===== config.mk =====
export PLATFORM = sky130hd
export DESIGN_NAME = queued_serial_status_control
export DESIGN_NICKNAME = d
export VERILOG_FILES = /design/src/rtl/sq_pkg.sv /design/src/rtl/queued_serial_status_control.sv
export SDC_FILE = /design/constraint.sdc
export NUM_CORES = 1
export LEC_CHECK = 0
export BUFFER_PORTS_ARGS = -buffer_cell sky130_fd_sc_hd__buf_4
export CAP_MARGIN = 20
export CELL_PAD_IN_SITES_DETAIL_PLACEMENT = 0
export CELL_PAD_IN_SITES_GLOBAL_PLACEMENT = 1
export CORE_ASPECT_RATIO = 0.7
export CORE_MARGIN = 1
export CORE_UTILIZATION = 30
export DETAILED_ROUTE_END_ITERATION = 8
export PLACE_DENSITY = 0.57
export SYNTH_ARGS = -nofsm -noshare
export SYNTH_HDL_FRONTEND = slang
export SYNTH_SLANG_ARGS = --single-unit

===== constraint.sdc =====
create_clock -name aclk -period 3.1 [get_ports aclk]
set_clock_uncertainty 0.2 [all_clocks]
set_input_delay 0.465 -clock aclk [delete_from_list [all_inputs] [get_ports aclk]]
set_output_delay 0.465 -clock aclk [all_outputs]
set_load 0.005 [all_outputs]

===== src/rtl/sq_pkg.sv =====
package sq_pkg;
	// register byte offsets
	localparam logic [7:0] OFF_CTRL3  = 8'h00;
	localparam logic [7:0] OFF_STATUS = 8'h04;
	localparam logic [7:0] OFF_QCFG   = 8'h08;
	localparam logic [7:0] OFF_IMASK  = 8'h0C;
	localparam logic [7:0] OFF_RXBASE = 8'h40;
	// control three fields
	localparam int CTL_HFIE = 2;
	localparam int CTL_HALT = 0;
	localparam logic [7:0] CTL_MASK = 8'h05;
	// status fields
	localparam int ST_FIN  = 7;
	localparam int ST_MODE_FAULT_FLAG = 6;
	localparam int ST_HALT_ACK_FLAG = 5;
	localparam logic [7:0] ST_FLAGS = 8'hE0;
	// queue config fields
	localparam int QC_ENDQ = 0;
	localparam int QC_DTL  = 8;
	localparam int QC_BITS = 16;
	localparam int QC_DT   = 20;
	localparam int QC_MASTER_SELECT_BIT = 21;
	localparam int QC_EN   = 22;
	// timing and bit counts
	localparam int STD_DELAY_CLKS = 17;
	localparam int DTL_SCALE      = 32;
	localparam int DTL_ZERO_CLKS  = 8192;
	localparam int NBITS_DEFAULT  = 16;
	localparam int NBITS_MIN      = 8;
	typedef enum logic [3:0] {
		ST_IDLE  = 4'b0001,
		ST_XFER  = 4'b0010,
		ST_DELAY = 4'b0100,
		ST_HALTD = 4'b1000
	} q_state_e;
	typedef struct packed {
		logic       fin;
		logic       mode_fault_flag;
		logic       halt_ack_flag;
	} flags_s;
endpackage


===== src/rtl/queued_serial_status_control.sv =====
`timescale 1ns/1ns
`default_nettype none
module queued_serial_status_control (
	input  wire logic        aclk,          // system clock
	input  wire logic        aresetn,       // sync reset, active low
	input  wire logic [7:0]  s_axi_awaddr,  // write address
	input  wire logic        s_axi_awvalid, // write address valid
	output logic             s_axi_awready, // write address ready
	input  wire logic [31:0] s_axi_wdata,   // write data
	input  wire logic [3:0]  s_axi_wstrb,   // write strobes
	input  wire logic        s_axi_wvalid,  // write data valid
	output logic             s_axi_wready,  // write data ready
	output logic [1:0]       s_axi_bresp,   // write response
	output logic             s_axi_bvalid,  // write response valid
	input  wire logic        s_axi_bready,  // write response ready
	input  wire logic [7:0]  s_axi_araddr,  // read address
	input  wire logic        s_axi_arvalid, // read address valid
	output logic             s_axi_arready, // read address ready
	output logic [31:0]      s_axi_rdata,   // read data
	output logic [1:0]       s_axi_rresp,   // read response
	output logic             s_axi_rvalid,  // read data valid
	input  wire logic        s_axi_rready,  // read data ready
	input  wire logic        sck_in,        // link clock from pin
	input  wire logic        miso_in,       // serial data in
	input  wire logic        ss_n_in,       // slave-select input
	output logic             irq            // level interrupt
);
	////////////////////////////////////////////////////////////////////////
	function automatic logic [4:0] nbits(input logic [3:0] f);
		nbits = (f == 4'h0) ? 5'(sq_pkg::NBITS_DEFAULT)
			: f[3] ? {2'b01, f[2:0]} : 5'(sq_pkg::NBITS_DEFAULT);
	endfunction
	function automatic logic [15:0] rjust(input logic [15:0] v,
		input logic [4:0] n);
		rjust = v & 16'(({17'h1} << n) - 17'h1);
	endfunction

	// pin synchronisers
	logic [1:0] sck_sy_q, miso_sy_q, ss_sy_q;
	logic       sck_prev_q;
	always_ff @(posedge aclk) begin
		if (!aresetn) begin
			sck_sy_q   <= 2'h0;
			miso_sy_q  <= 2'h0;
			ss_sy_q    <= 2'h3;
			sck_prev_q <= 1'b0;
		end else begin
			sck_sy_q   <= {sck_sy_q[0], sck_in};
			miso_sy_q  <= {miso_sy_q[0], miso_in};
			ss_sy_q    <= {ss_sy_q[0], ss_n_in};
			sck_prev_q <= sck_sy_q[1];
		end
	end
	wire sck_rise = sck_sy_q[1] & ~sck_prev_q;

	////////////////////////////////////////////////////////////////////////
	// registers
	logic [7:0]  ctrl3_q;
	logic [22:0] qcfg_q;
	logic [2:0]  imask_q;
	sq_pkg::flags_s flags_q;
	logic [3:0]  completed_cmd_pointer_q, cur_q;
	logic [15:0] rx_ram_q [16];
	logic [15:0] shift_q;
	logic [4:0]  bitcnt_q;
	logic [13:0] dly_q;
	sq_pkg::q_state_e st_q;

	wire        halt_req  = ctrl3_q[sq_pkg::CTL_HALT];
	wire        irq_en    = ctrl3_q[sq_pkg::CTL_HFIE];
	wire [3:0]  endq      = qcfg_q[sq_pkg::QC_ENDQ +: 4];
	wire [7:0]  post_transfer_delay_length       = qcfg_q[sq_pkg::QC_DTL +: 8];
	wire [3:0]  bits_f    = qcfg_q[sq_pkg::QC_BITS +: 4];
	wire        dt_sel    = qcfg_q[sq_pkg::QC_DT];
	wire        master_select_bit      = qcfg_q[sq_pkg::QC_MASTER_SELECT_BIT];
	wire        q_en      = qcfg_q[sq_pkg::QC_EN];
	wire [4:0]  n_bits    = nbits(bits_f);
	wire [13:0] dly_load  = !dt_sel ? 14'(sq_pkg::STD_DELAY_CLKS)
		: (post_transfer_delay_length == 8'h00) ? 14'(sq_pkg::DTL_ZERO_CLKS)
		: 14'(sq_pkg::DTL_SCALE) * {6'h0, post_transfer_delay_length};
	wire        xfer_done = (st_q == sq_pkg::ST_XFER) && sck_rise
		&& (bitcnt_q == n_bits - 5'h1);
	wire        cmd_done  = (st_q == sq_pkg::ST_DELAY) && (dly_q == 14'h1);
	wire        last_cmd  = cur_q == endq;
	wire        ev_fin    = cmd_done && last_cmd;
	wire        ev_halt_ack_flag  = cmd_done && last_cmd && halt_req;
	wire        ev_mode_fault_flag   = master_select_bit && q_en && !ss_sy_q[1];

	////////////////////////////////////////////////////////////////////////
	// queue sequencer
	always_ff @(posedge aclk) begin
		if (!aresetn) begin
			st_q     <= sq_pkg::ST_IDLE;
			cur_q    <= 4'h0;
			completed_cmd_pointer_q  <= 4'h0;
			bitcnt_q <= 5'h0;
			dly_q    <= 14'h0;
			shift_q  <= 16'h0;
		end else begin
			case (st_q)
			sq_pkg::ST_IDLE: begin
				if (q_en && !halt_req && !flags_q.mode_fault_flag) begin
					st_q     <= sq_pkg::ST_XFER;
					bitcnt_q <= 5'h0;
				end
			end
			sq_pkg::ST_XFER: begin
				if (sck_rise) begin
					shift_q  <= {shift_q[14:0], miso_sy_q[1]};
					bitcnt_q <= bitcnt_q + 5'h1;
				end
				if (xfer_done) begin
					st_q  <= sq_pkg::ST_DELAY;
					dly_q <= dly_load;
				end
			end
			sq_pkg::ST_DELAY: begin
				dly_q <= dly_q - 14'h1;
				if (cmd_done) begin
					completed_cmd_pointer_q <= cur_q;
					bitcnt_q <= 5'h0;
					if (last_cmd) begin
						cur_q <= 4'h0;
						// halt only here, at queue boundary
						st_q <= halt_req ? sq_pkg::ST_HALTD
							: sq_pkg::ST_IDLE;
					end else begin
						cur_q <= cur_q + 4'h1;
						st_q  <= sq_pkg::ST_XFER;
					end
				end
			end
			sq_pkg::ST_HALTD: begin
				if (!halt_req)
					st_q <= sq_pkg::ST_IDLE;
			end
			default: st_q <= sq_pkg::ST_IDLE;
			endcase
		end
	end

	always_ff @(posedge aclk) begin
		if (!aresetn) begin
			for (int i = 0; i < 16; i++)
				rx_ram_q[i] <= 16'h0;
		end else if (xfer_done) begin
			rx_ram_q[cur_q] <= rjust({shift_q[14:0], miso_sy_q[1]},
				n_bits);
		end
	end

	////////////////////////////////////////////////////////////////////////
	// axi4-lite slave
	logic        aw_hold_q, w_hold_q;
	logic [7:0]  aw_q;
	logic [31:0] wd_q;
	logic [3:0]  ws_q;
	wire  [7:0]  waddr = aw_hold_q ? aw_q : s_axi_awaddr;
	wire  [31:0] wdat  = w_hold_q ? wd_q : s_axi_wdata;
	wire  [3:0]  wstb  = w_hold_q ? ws_q : s_axi_wstrb;
	wire         aw_ok = aw_hold_q | (s_axi_awvalid & s_axi_awready);
	wire         w_ok  = w_hold_q | (s_axi_wvalid & s_axi_wready);
	wire         wr_go = aw_ok & w_ok;
	wire         wr_b0 = wr_go & wstb[0];
	wire         wr_ctl = wr_b0 && waddr == sq_pkg::OFF_CTRL3;
	wire         wr_st  = wr_b0 && waddr == sq_pkg::OFF_STATUS;
	wire         wr_qc  = wr_go && waddr == sq_pkg::OFF_QCFG;
	wire         wr_im  = wr_b0 && waddr == sq_pkg::OFF_IMASK;
	wire  [2:0]  ev_vec = {ev_fin, ev_mode_fault_flag, ev_halt_ack_flag};
	wire  [2:0]  clr_vec = wr_st ? wdat[7:5] : 3'h0;
	wire  [2:0]  fl_d   = (flags_q & ~clr_vec) | ev_vec; // set wins
	wire         irq_d  = (fl_d[2] & imask_q[2])
		| (irq_en & |(fl_d[1:0] & imask_q[1:0]));

	always_ff @(posedge aclk) begin
		if (!aresetn) begin
			aw_hold_q <= 1'b0;
			w_hold_q  <= 1'b0;
			aw_q      <= 8'h00;
			wd_q      <= 32'h0;
			ws_q      <= 4'h0;
			s_axi_bvalid <= 1'b0;
		end else begin
			if (s_axi_awvalid & s_axi_awready & ~w_ok) begin
				aw_hold_q <= 1'b1;
				aw_q      <= s_axi_awaddr;
			end
			if (s_axi_wvalid & s_axi_wready & ~aw_ok) begin
				w_hold_q <= 1'b1;
				wd_q     <= s_axi_wdata;
				ws_q     <= s_axi_wstrb;
			end
			if (wr_go) begin
				aw_hold_q    <= 1'b0;
				w_hold_q     <= 1'b0;
				s_axi_bvalid <= 1'b1;
			end else if (s_axi_bready)
				s_axi_bvalid <= 1'b0;
		end
	end
	assign s_axi_awready = ~aw_hold_q & ~s_axi_bvalid;
	assign s_axi_wready  = ~w_hold_q & ~s_axi_bvalid;
	assign s_axi_bresp   = 2'b00;

	always_ff @(posedge aclk) begin
		if (!aresetn) begin
			ctrl3_q <= 8'h00;
			qcfg_q  <= 23'h0;
			imask_q <= 3'h0;
			flags_q <= '0;
			irq     <= 1'b0;
		end else begin
			if (wr_ctl)
				ctrl3_q <= wdat[7:0] & sq_pkg::CTL_MASK;
			if (wr_qc)
				qcfg_q <= wdat[22:0];
			if (wr_im)
				imask_q <= wdat[7:5];
			flags_q <= fl_d;
			irq     <= irq_d;
		end
	end

	// read side: full word always returned; byte lanes suit any access size
	wire [7:0]  raddr  = s_axi_araddr;
	wire        rd_ram = raddr[7:6] == sq_pkg::OFF_RXBASE[7:6];
	// word k holds entry 2k low and 2k+1 high; upper half aliases
	wire [31:0] ram_w  = {rx_ram_q[{raddr[4:2], 1'b1}],
		rx_ram_q[{raddr[4:2], 1'b0}]};
	wire [31:0] rd_mux = rd_ram ? ram_w
		: raddr == sq_pkg::OFF_CTRL3  ? {24'h0, ctrl3_q}
		: raddr == sq_pkg::OFF_STATUS ? {24'h0, flags_q, 1'b0, completed_cmd_pointer_q}
		: raddr == sq_pkg::OFF_QCFG   ? {9'h0, qcfg_q}
		: raddr == sq_pkg::OFF_IMASK  ? {24'h0, imask_q, 5'h00}
		: 32'h0;
	wire        rd_bad = !rd_ram && raddr != sq_pkg::OFF_CTRL3
		&& raddr != sq_pkg::OFF_STATUS && raddr != sq_pkg::OFF_QCFG
		&& raddr != sq_pkg::OFF_IMASK;

	always_ff @(posedge aclk) begin
		if (!aresetn) begin
			s_axi_rvalid <= 1'b0;
			s_axi_rdata  <= 32'h0;
			s_axi_rresp  <= 2'b00;
		end else if (s_axi_arvalid & s_axi_arready) begin
			s_axi_rvalid <= 1'b1;
			s_axi_rdata  <= rd_mux;
			s_axi_rresp  <= rd_bad ? 2'b10 : 2'b00;
		end else if (s_axi_rready)
			s_axi_rvalid <= 1'b0;
	end
	assign s_axi_arready = ~s_axi_rvalid;

	////////////////////////////////////////////////////////////////////////
	// irq follows the enable sampled one edge earlier, except for the fin source, which only imask_q[2] gates
	a_irq_gate: assert property (@(posedge aclk) disable iff (!aresetn)
		!irq_en |=> !irq || (flags_q.fin && $past(imask_q[2])))
		else $error("irq raised with enable clear");
	a_halt_boundary: assert property (@(posedge aclk) disable iff (!aresetn)
		(st_q == sq_pkg::ST_HALTD && !$past(st_q == sq_pkg::ST_HALTD))
		|-> $past(cmd_done && last_cmd))
		else $error("halt entered off queue boundary");
	a_fin_set: assert property (@(posedge aclk) disable iff (!aresetn)
		ev_fin |=> flags_q.fin)
		else $error("finished flag not set");
	a_mode_fault_flag_set: assert property (@(posedge aclk) disable iff (!aresetn)
		(master_select_bit && q_en && !ss_sy_q[1]) |=> flags_q.mode_fault_flag)
		else $error("mode fault not flagged");
	a_halt_ack_flag_set: assert property (@(posedge aclk) disable iff (!aresetn)
		(st_q == sq_pkg::ST_HALTD && $past(st_q) == sq_pkg::ST_DELAY)
		|-> flags_q.halt_ack_flag)
		else $error("halt ack missing");
	a_ptr_update: assert property (@(posedge aclk) disable iff (!aresetn)
		cmd_done |=> completed_cmd_pointer_q == $past(cur_q))
		else $error("pointer not updated");
	a_ptr_hold: assert property (@(posedge aclk) disable iff (!aresetn)
		!cmd_done |=> $stable(completed_cmd_pointer_q))
		else $error("pointer moved mid command");
	a_std_delay: assert property (@(posedge aclk) disable iff (!aresetn)
		(xfer_done && !dt_sel) |=> dly_q == 14'(sq_pkg::STD_DELAY_CLKS))
		else $error("standard delay wrong");
	a_flag_sticky: assert property (@(posedge aclk) disable iff (!aresetn)
		(flags_q.fin && !wr_st) |=> flags_q.fin)
		else $error("flag dropped without clear");
	a_mode_fault_flag_sticky: assert property (@(posedge aclk) disable iff (!aresetn)
		(flags_q.mode_fault_flag && !wr_st) |=> flags_q.mode_fault_flag)
		else $error("mode fault dropped without clear");
	a_halt_ack_flag_sticky: assert property (@(posedge aclk) disable iff (!aresetn)
		(flags_q.halt_ack_flag && !wr_st) |=> flags_q.halt_ack_flag)
		else $error("halt ack dropped without clear");
	a_user_delay: assert property (@(posedge aclk) disable iff (!aresetn)
		(xfer_done && dt_sel) |=> dly_q == (($past(post_transfer_delay_length) == 8'h00)
		? 14'(sq_pkg::DTL_ZERO_CLKS)
		: 14'(sq_pkg::DTL_SCALE) * {6'h0, $past(post_transfer_delay_length)}))
		else $error("user delay wrong");
	a_bits_zero: assert property (@(posedge aclk) disable iff (!aresetn)
		(bits_f == 4'h0) |-> n_bits == 5'(sq_pkg::NBITS_DEFAULT))
		else $error("bits code zero not sixteen");
	a_bits_map: assert property (@(posedge aclk) disable iff (!aresetn)
		bits_f[3] |-> n_bits == 5'(sq_pkg::NBITS_MIN) + {2'h0, bits_f[2:0]})
		else $error("bits code decoded wrong");
	a_rx_upper: assert property (@(posedge aclk) disable iff (!aresetn)
		xfer_done |=> (rx_ram_q[$past(cur_q)] >> $past(n_bits)) == 16'h0)
		else $error("unused receive bits not zero");
	a_halt_restart: assert property (@(posedge aclk) disable iff (!aresetn)
		(st_q == sq_pkg::ST_HALTD && !halt_req) |=> st_q == sq_pkg::ST_IDLE)
		else $error("halt did not release");
	a_mode_fault_flag_block: assert property (@(posedge aclk) disable iff (!aresetn)
		(st_q == sq_pkg::ST_IDLE && flags_q.mode_fault_flag)
		|=> st_q != sq_pkg::ST_XFER)
		else $error("queue started under mode fault");
	a_status_bit4: assert property (@(posedge aclk) disable iff (!aresetn)
		(s_axi_arvalid && s_axi_arready && raddr == sq_pkg::OFF_STATUS)
		|=> !s_axi_rdata[4])
		else $error("status bit four not zero");
	a_irq_fault: assert property (@(posedge aclk) disable iff (!aresetn)
		(irq_en && flags_q.mode_fault_flag && imask_q[1] && !wr_st) |=> irq)
		else $error("enabled fault gave no irq");
	a_fin_cause: assert property (@(posedge aclk) disable iff (!aresetn)
		$rose(flags_q.fin) |-> $past(ev_fin))
		else $error("finished flag set without last command");
	a_halt_ack_flag_cause: assert property (@(posedge aclk) disable iff (!aresetn)
		$rose(flags_q.halt_ack_flag) |-> st_q == sq_pkg::ST_HALTD)
		else $error("halt ack set while running");
	// answers must stand until the master takes them
	a_bvalid_hold: assert property (@(posedge aclk) disable iff (!aresetn)
		(s_axi_bvalid && !s_axi_bready) |=> s_axi_bvalid)
		else $error("write response dropped early");
	a_rvalid_hold: assert property (@(posedge aclk) disable iff (!aresetn)
		(s_axi_rvalid && !s_axi_rready) |=> s_axi_rvalid)
		else $error("read response dropped early");
endmodule
`default_nettype wire


# Yosys cells after proc, flatten, opt, wreduce, memory -nomap -nowiden

Memory sizes are Yosys's and may differ from the RTL's.
Index checks and enable logic that the tools add are counted.
Widths: inputs -> output; s select.

Input bits: 62
Flip-flop bits (word level): 155
Memory bits (writable): 256
Word-level logic and storage cells: 160
Memories: 1

Memory list:

| memory   | depth | bits a word | read ports | clocked after Yosys merged registers in | write ports | RTL line                           | source |
|---|---|---|---|---|---|---|---|
| rx_ram_q | 16    | 16          | 2          | 0                                       | 16          | queued_serial_status_control.sv:63 | `logic [15:0] rx_ram_q [16];` |

Multiplexer cells: 39
Bitwise logic cells: 28
Shift operators: 1
Reductions and logical operators: 38
Equality and inequality tests: 22
Add/subtract/negate cells: 5

Operators with widths:

| cell                  | count |
|---|---|
| $mux 23               | 4 |
| $mux 14               | 3 |
| $eq 8x4->1 const B    | 4 |
| $mux 32               | 1 |
| $mux 4                | 8 |
| $pmux 14 s2           | 1 |
| $mux 5                | 5 |
| $logic_not 8->1       | 3 |
| $logic_and 1x1->1     | 17 |
| $and 16x16->16        | 1 |
| $eq 8x3->1 const B    | 2 |
| $mux 16               | 1 |
| $mux 8                | 2 |
| $ne 8x4->1 const B    | 2 |
| $pmux 4 s4            | 1 |
| $reduce_or 16->1      | 1 |
| $shl 1x5->16 const A  | 1 |
| $sub 16x1->16 const B | 1 |
| $pmux 5 s3            | 1 |
| $eq 14x1->1 const B   | 1 |
| $sub 14x1->14 const B | 1 |
| $and 1x1->1           | 12 |
| $mux 1                | 10 |
| $ne 2x2->1 const B    | 5 |
| 27 further kinds      | 45 |

# Longest topological paths before layout

Depth after elaboration: 15
Gate-level depth with buffers: 11
Gate-level depth less buffers: 8

# Least setup slack after synthesis

No wires, ideal clock.

Kind: flip-flop to flip-flop
From: register qcfg_q[19]
To: memory rx_ram_q[1][0], enable pin
Buffers on the path: 3
Data required time: 2528 ps
Period minus slack after synthesis: 3368 ps
Library setup time: 372 ps
Data arrival time: 2796 ps
Stages on the path, launching flop included: 12
Path slack: -268 ps
Path through: dfxtp_1 buf_2 nand2_1 ha_1 ha_1 xor2_1 nand4_1 a211oi_2 buf_4 nand3_1 clkbuf_1 nand2_1

RTL lines:

| item                   | RTL line                            | source |
|---|---|---|
| from (decl)            | queued_serial_status_control.sv:59  | `logic [22:0] qcfg_q;` |
| from (signal assigned) | queued_serial_status_control.sv:216 | `qcfg_q <= wdat[22:0];` |
| to (decl)              | queued_serial_status_control.sv:63  |  |

==> reports/metrics.cfg <==
[status]
status=finished, final reports clean

[logic_synthesis]
synth_top_area_share_pct=42.1
yosysTopAreaCell=edfxtp_1
avgSynthCellArea_sq_um=11.5
synth-main-ff-cell=edfxtp_1
synth_edf_count=256
syn_inst=1591
ys_seq_elements=410
ys_types=71
yosysSeqAreaShare_pct=58.9
synth_area_leaders=edfxtp_1 42%, dfxtp_1 17%, mux4_2 7.9%, nor2_1 7.1%, mux2i_1 3.2%
synth_area_sq_um=18300
yosysWarningCount=0
synthArstFlopShare_pct=0

[cells_and_area]
area_growth_syn_to_layout_pct=20.3
fin_area_sq_um=22000
layout-drive-gt1-share_pct=20.6
layout_commonest_cell=nor2_1
antenna_cells=0
nets=1786
mostFrequentLayoutCells=346 x nor2_1, 256 x edfxtp_1, 154 x dfxtp_1

[critical_path]
path_max_fanout=17
cp-end-kind=register
cp_data_arrival_time_ns=2.93
reg2reg_from=qcfg_q[19]
reg2reg_to=rx_ram_q[9][7]
start_kind=register
worstSetupPathType=register to register
required_ns=3.14
critPathLaunch=qcfg_q[19]
ff2ff_path_depth=9
r2r_slack_ns=0.21

[timing]
finalCriticalPeriod_ns=2.89
hold_viol=0
fin_crit_sh_pct=93.2
maxSlewViolCount=0
fmax_ghz=0.346
fin_ws_ns=0.210
worstMarginPinSlew_ns=0.972
max-slew-margin-rel_pct=35.2
setup_violations=0
rsz0062_at_grt=false

[placement]
place_hpwl_um=36200
placed_area_sq_um=20200
gp_congestion=0.784
dp_worst_setup_slack_ns=0.201
io_buffer_count=88

[power]
vdd_drop_max_mv=0.286
powerDensity_nw_per_um2=560
total_power_mw=12.3
leakage_nw=7.38

[route]
wl_um=53500
via_count=12800
wl_per_cell_um=21.0
drtAntennaViolNets=0
drc=0
viasPerCell=5.02
drt_iter0_drc=1181
firstDrtPassIters=5

[floorplan]
die_y_um=209
dieArea_sq_um=61900
die_w_um=297
core_area_sq_um=60100
start_util_pct=30.4
ioPinCount=104
placementRows=75

[clock_network]
clk_pin_slew_worst_paths_ns=0.06
cts_root_buf=clkbuf_16
htreeDepth=2
insertion_delay_ns=0.56
cts_buffers=43
cts.sinks=410
cts_tree=yes
clockBufferDepth=3

[global_routing]
grt_max_degree=52
antenna_found_initial=1
grt_pass1_wl_um=80600
grt_pass1_vias=12500
grt_usage_pct=17.2
grt-ovfl-total=0

[hold_path]
worstHoldPathCells=3
min_from=s_axi_awvalid
hold_path_end=aw_hold_q
hp-class=primary input to register

[run]
maxCapViolCount=0

[cells in the mapped netlist, types with 5 or more instances]
master,instances
nor2_1,346
edfxtp_1,256
dfxtp_1,154
nand2_1,132
a21oi_1,100
clkbuf_1,98
mux4_2,64
mux2i_1,58
o21ai_0,37
a211oi_1,25
nand3_1,25
inv_1,22
a211oi_2,19
a22oi_1,17
ha_1,14
mux2_2,14
buf_2,13
nor3_1,12
and2_1,10
nand4_1,10
nor2b_1,10
xnor2_1,10
buf_1,8
nor4_1,8
nand2b_1,7
o211ai_1,7
o21a_1,7
o221ai_1,7
buf_4,6
nand3_2,6
o21ai_1,6
or2_2,6
nand3b_1,5
[worst max-delay path, stage by stage, from the launching register on]
cell and delay [ns]:
dfxtp_1 0.39, nand2_1 0.13, ha_1 0.22, ha_1 0.29, xor2_1 0.14, nand4_1 0.20, a211oi_4 0.30, buf_12 0.20
nand3_1 0.19, nand2_4 0.31
[through the flow]
stage | cells | hold WS [ns] | setup TNS, ns | utilization, %
after floorplan | 1594 | 0.186 | -2.93 | -
after global placement | 2435 | 0.196 | 0 | 33.6
after detailed placement | 2435 | 0.195 | 0 | 33.6
after CTS | 2551 | 0.0251 | 0 | 36.6
after global routing | 2551 | 0.0444 | 0 | 36.6
final | 2551 | 0.0533 | 0 | 36.6
[flip-flops by register name, summed over array words and instances, names as in the netlist, 2 cells and up]
| name | flops |
|---|---|
| flags_q | 3 |
| sck_sy_q | 2 |
| wd_q | 23 |
| aw_q | 8 |
| ss_sy_q | 2 |
| imask_q | 3 |
| s_axi_rdata | 32 |
| shift_q | 15 |
| st_q | 4 |
| qcfg_q | 23 |
| dly_q | 14 |
| cur_q | 4 |
| completed_cmd_pointer_q | 4 |
| miso_sy_q | 2 |
| bitcnt_q | 5 |
| rx_ram_q | 256 |
| ctrl3_q | 2 |
[routing by layer]
metal | GRT usage, % | vias up | part of all wire, % | routed length [um]
met3 | 3.14 | 54 | 6.5 | 3500
met4 | 3.27 | 0 | 1.5 | 795
met2 | 24.3 | 373 | 41 | 22200
met5 | 0 | - | 0 | 0
met1 | 26.9 | 6379 | 51 | 27100
li1 | - | 5988 | - | -
[worst max path at each step]
stage | slack [ns] | cells past startpoint | end
4_1_cts | 0.19 | 9 | rx_ram_q[9][7]
6_report | 0.21 | 9 | rx_ram_q[9][7]
3_3_place_gp | 0.20 | 9 | rx_ram_q[9][7]
2_1_floorplan | -0.03 | 11 | rx_ram_q[10][0]
3_5_place_dp | 0.20 | 9 | rx_ram_q[9][7]
5_1_grt | 0.03 | 10 | rx_ram_q[1][14]
[cell families (layout without fill, tap and decap cells)]
logic type	count (synthesis)	in the layout	share of synthesized area [%]
DFF	410	410	58.9
muxes	136	136	11.9
and+or+nand+nor	604	604	14.6
AOI/OAI and AO/OA	261	261	9.48
xor gates and xnor gates	14	14	0.671
adders and majority gates	14	14	0.958
other	2	5	0.0411
buffers and inverters	150	299	3.37
[report_power, final]
part / internal (mW) / leakage [nW] / switching [mW]
clock: 3.06 / 0.692 / 2.19
sequential: 5.98 / 3.79 / 0.0897
combinational: 0.426 / 2.90 / 0.567
[layout make-up]
cell class	count	area [sq um]
multi-input combinational	1034	7040
tap	808	1010
clock buffer	60	1210
inverter	23	88.8
clock inverter	18	198
sequential	410	10800
timing repair buffer	198	1670
fill	5886	38100
[repair_timing]
action,4_1_cts,5_1_grt
hold buffers,38,0
setup buffers,0,0
gates resized for setup,0,0
endpoints found under the hold margin,37,0
Note: power is estimated with default switching activity, not from simulation.
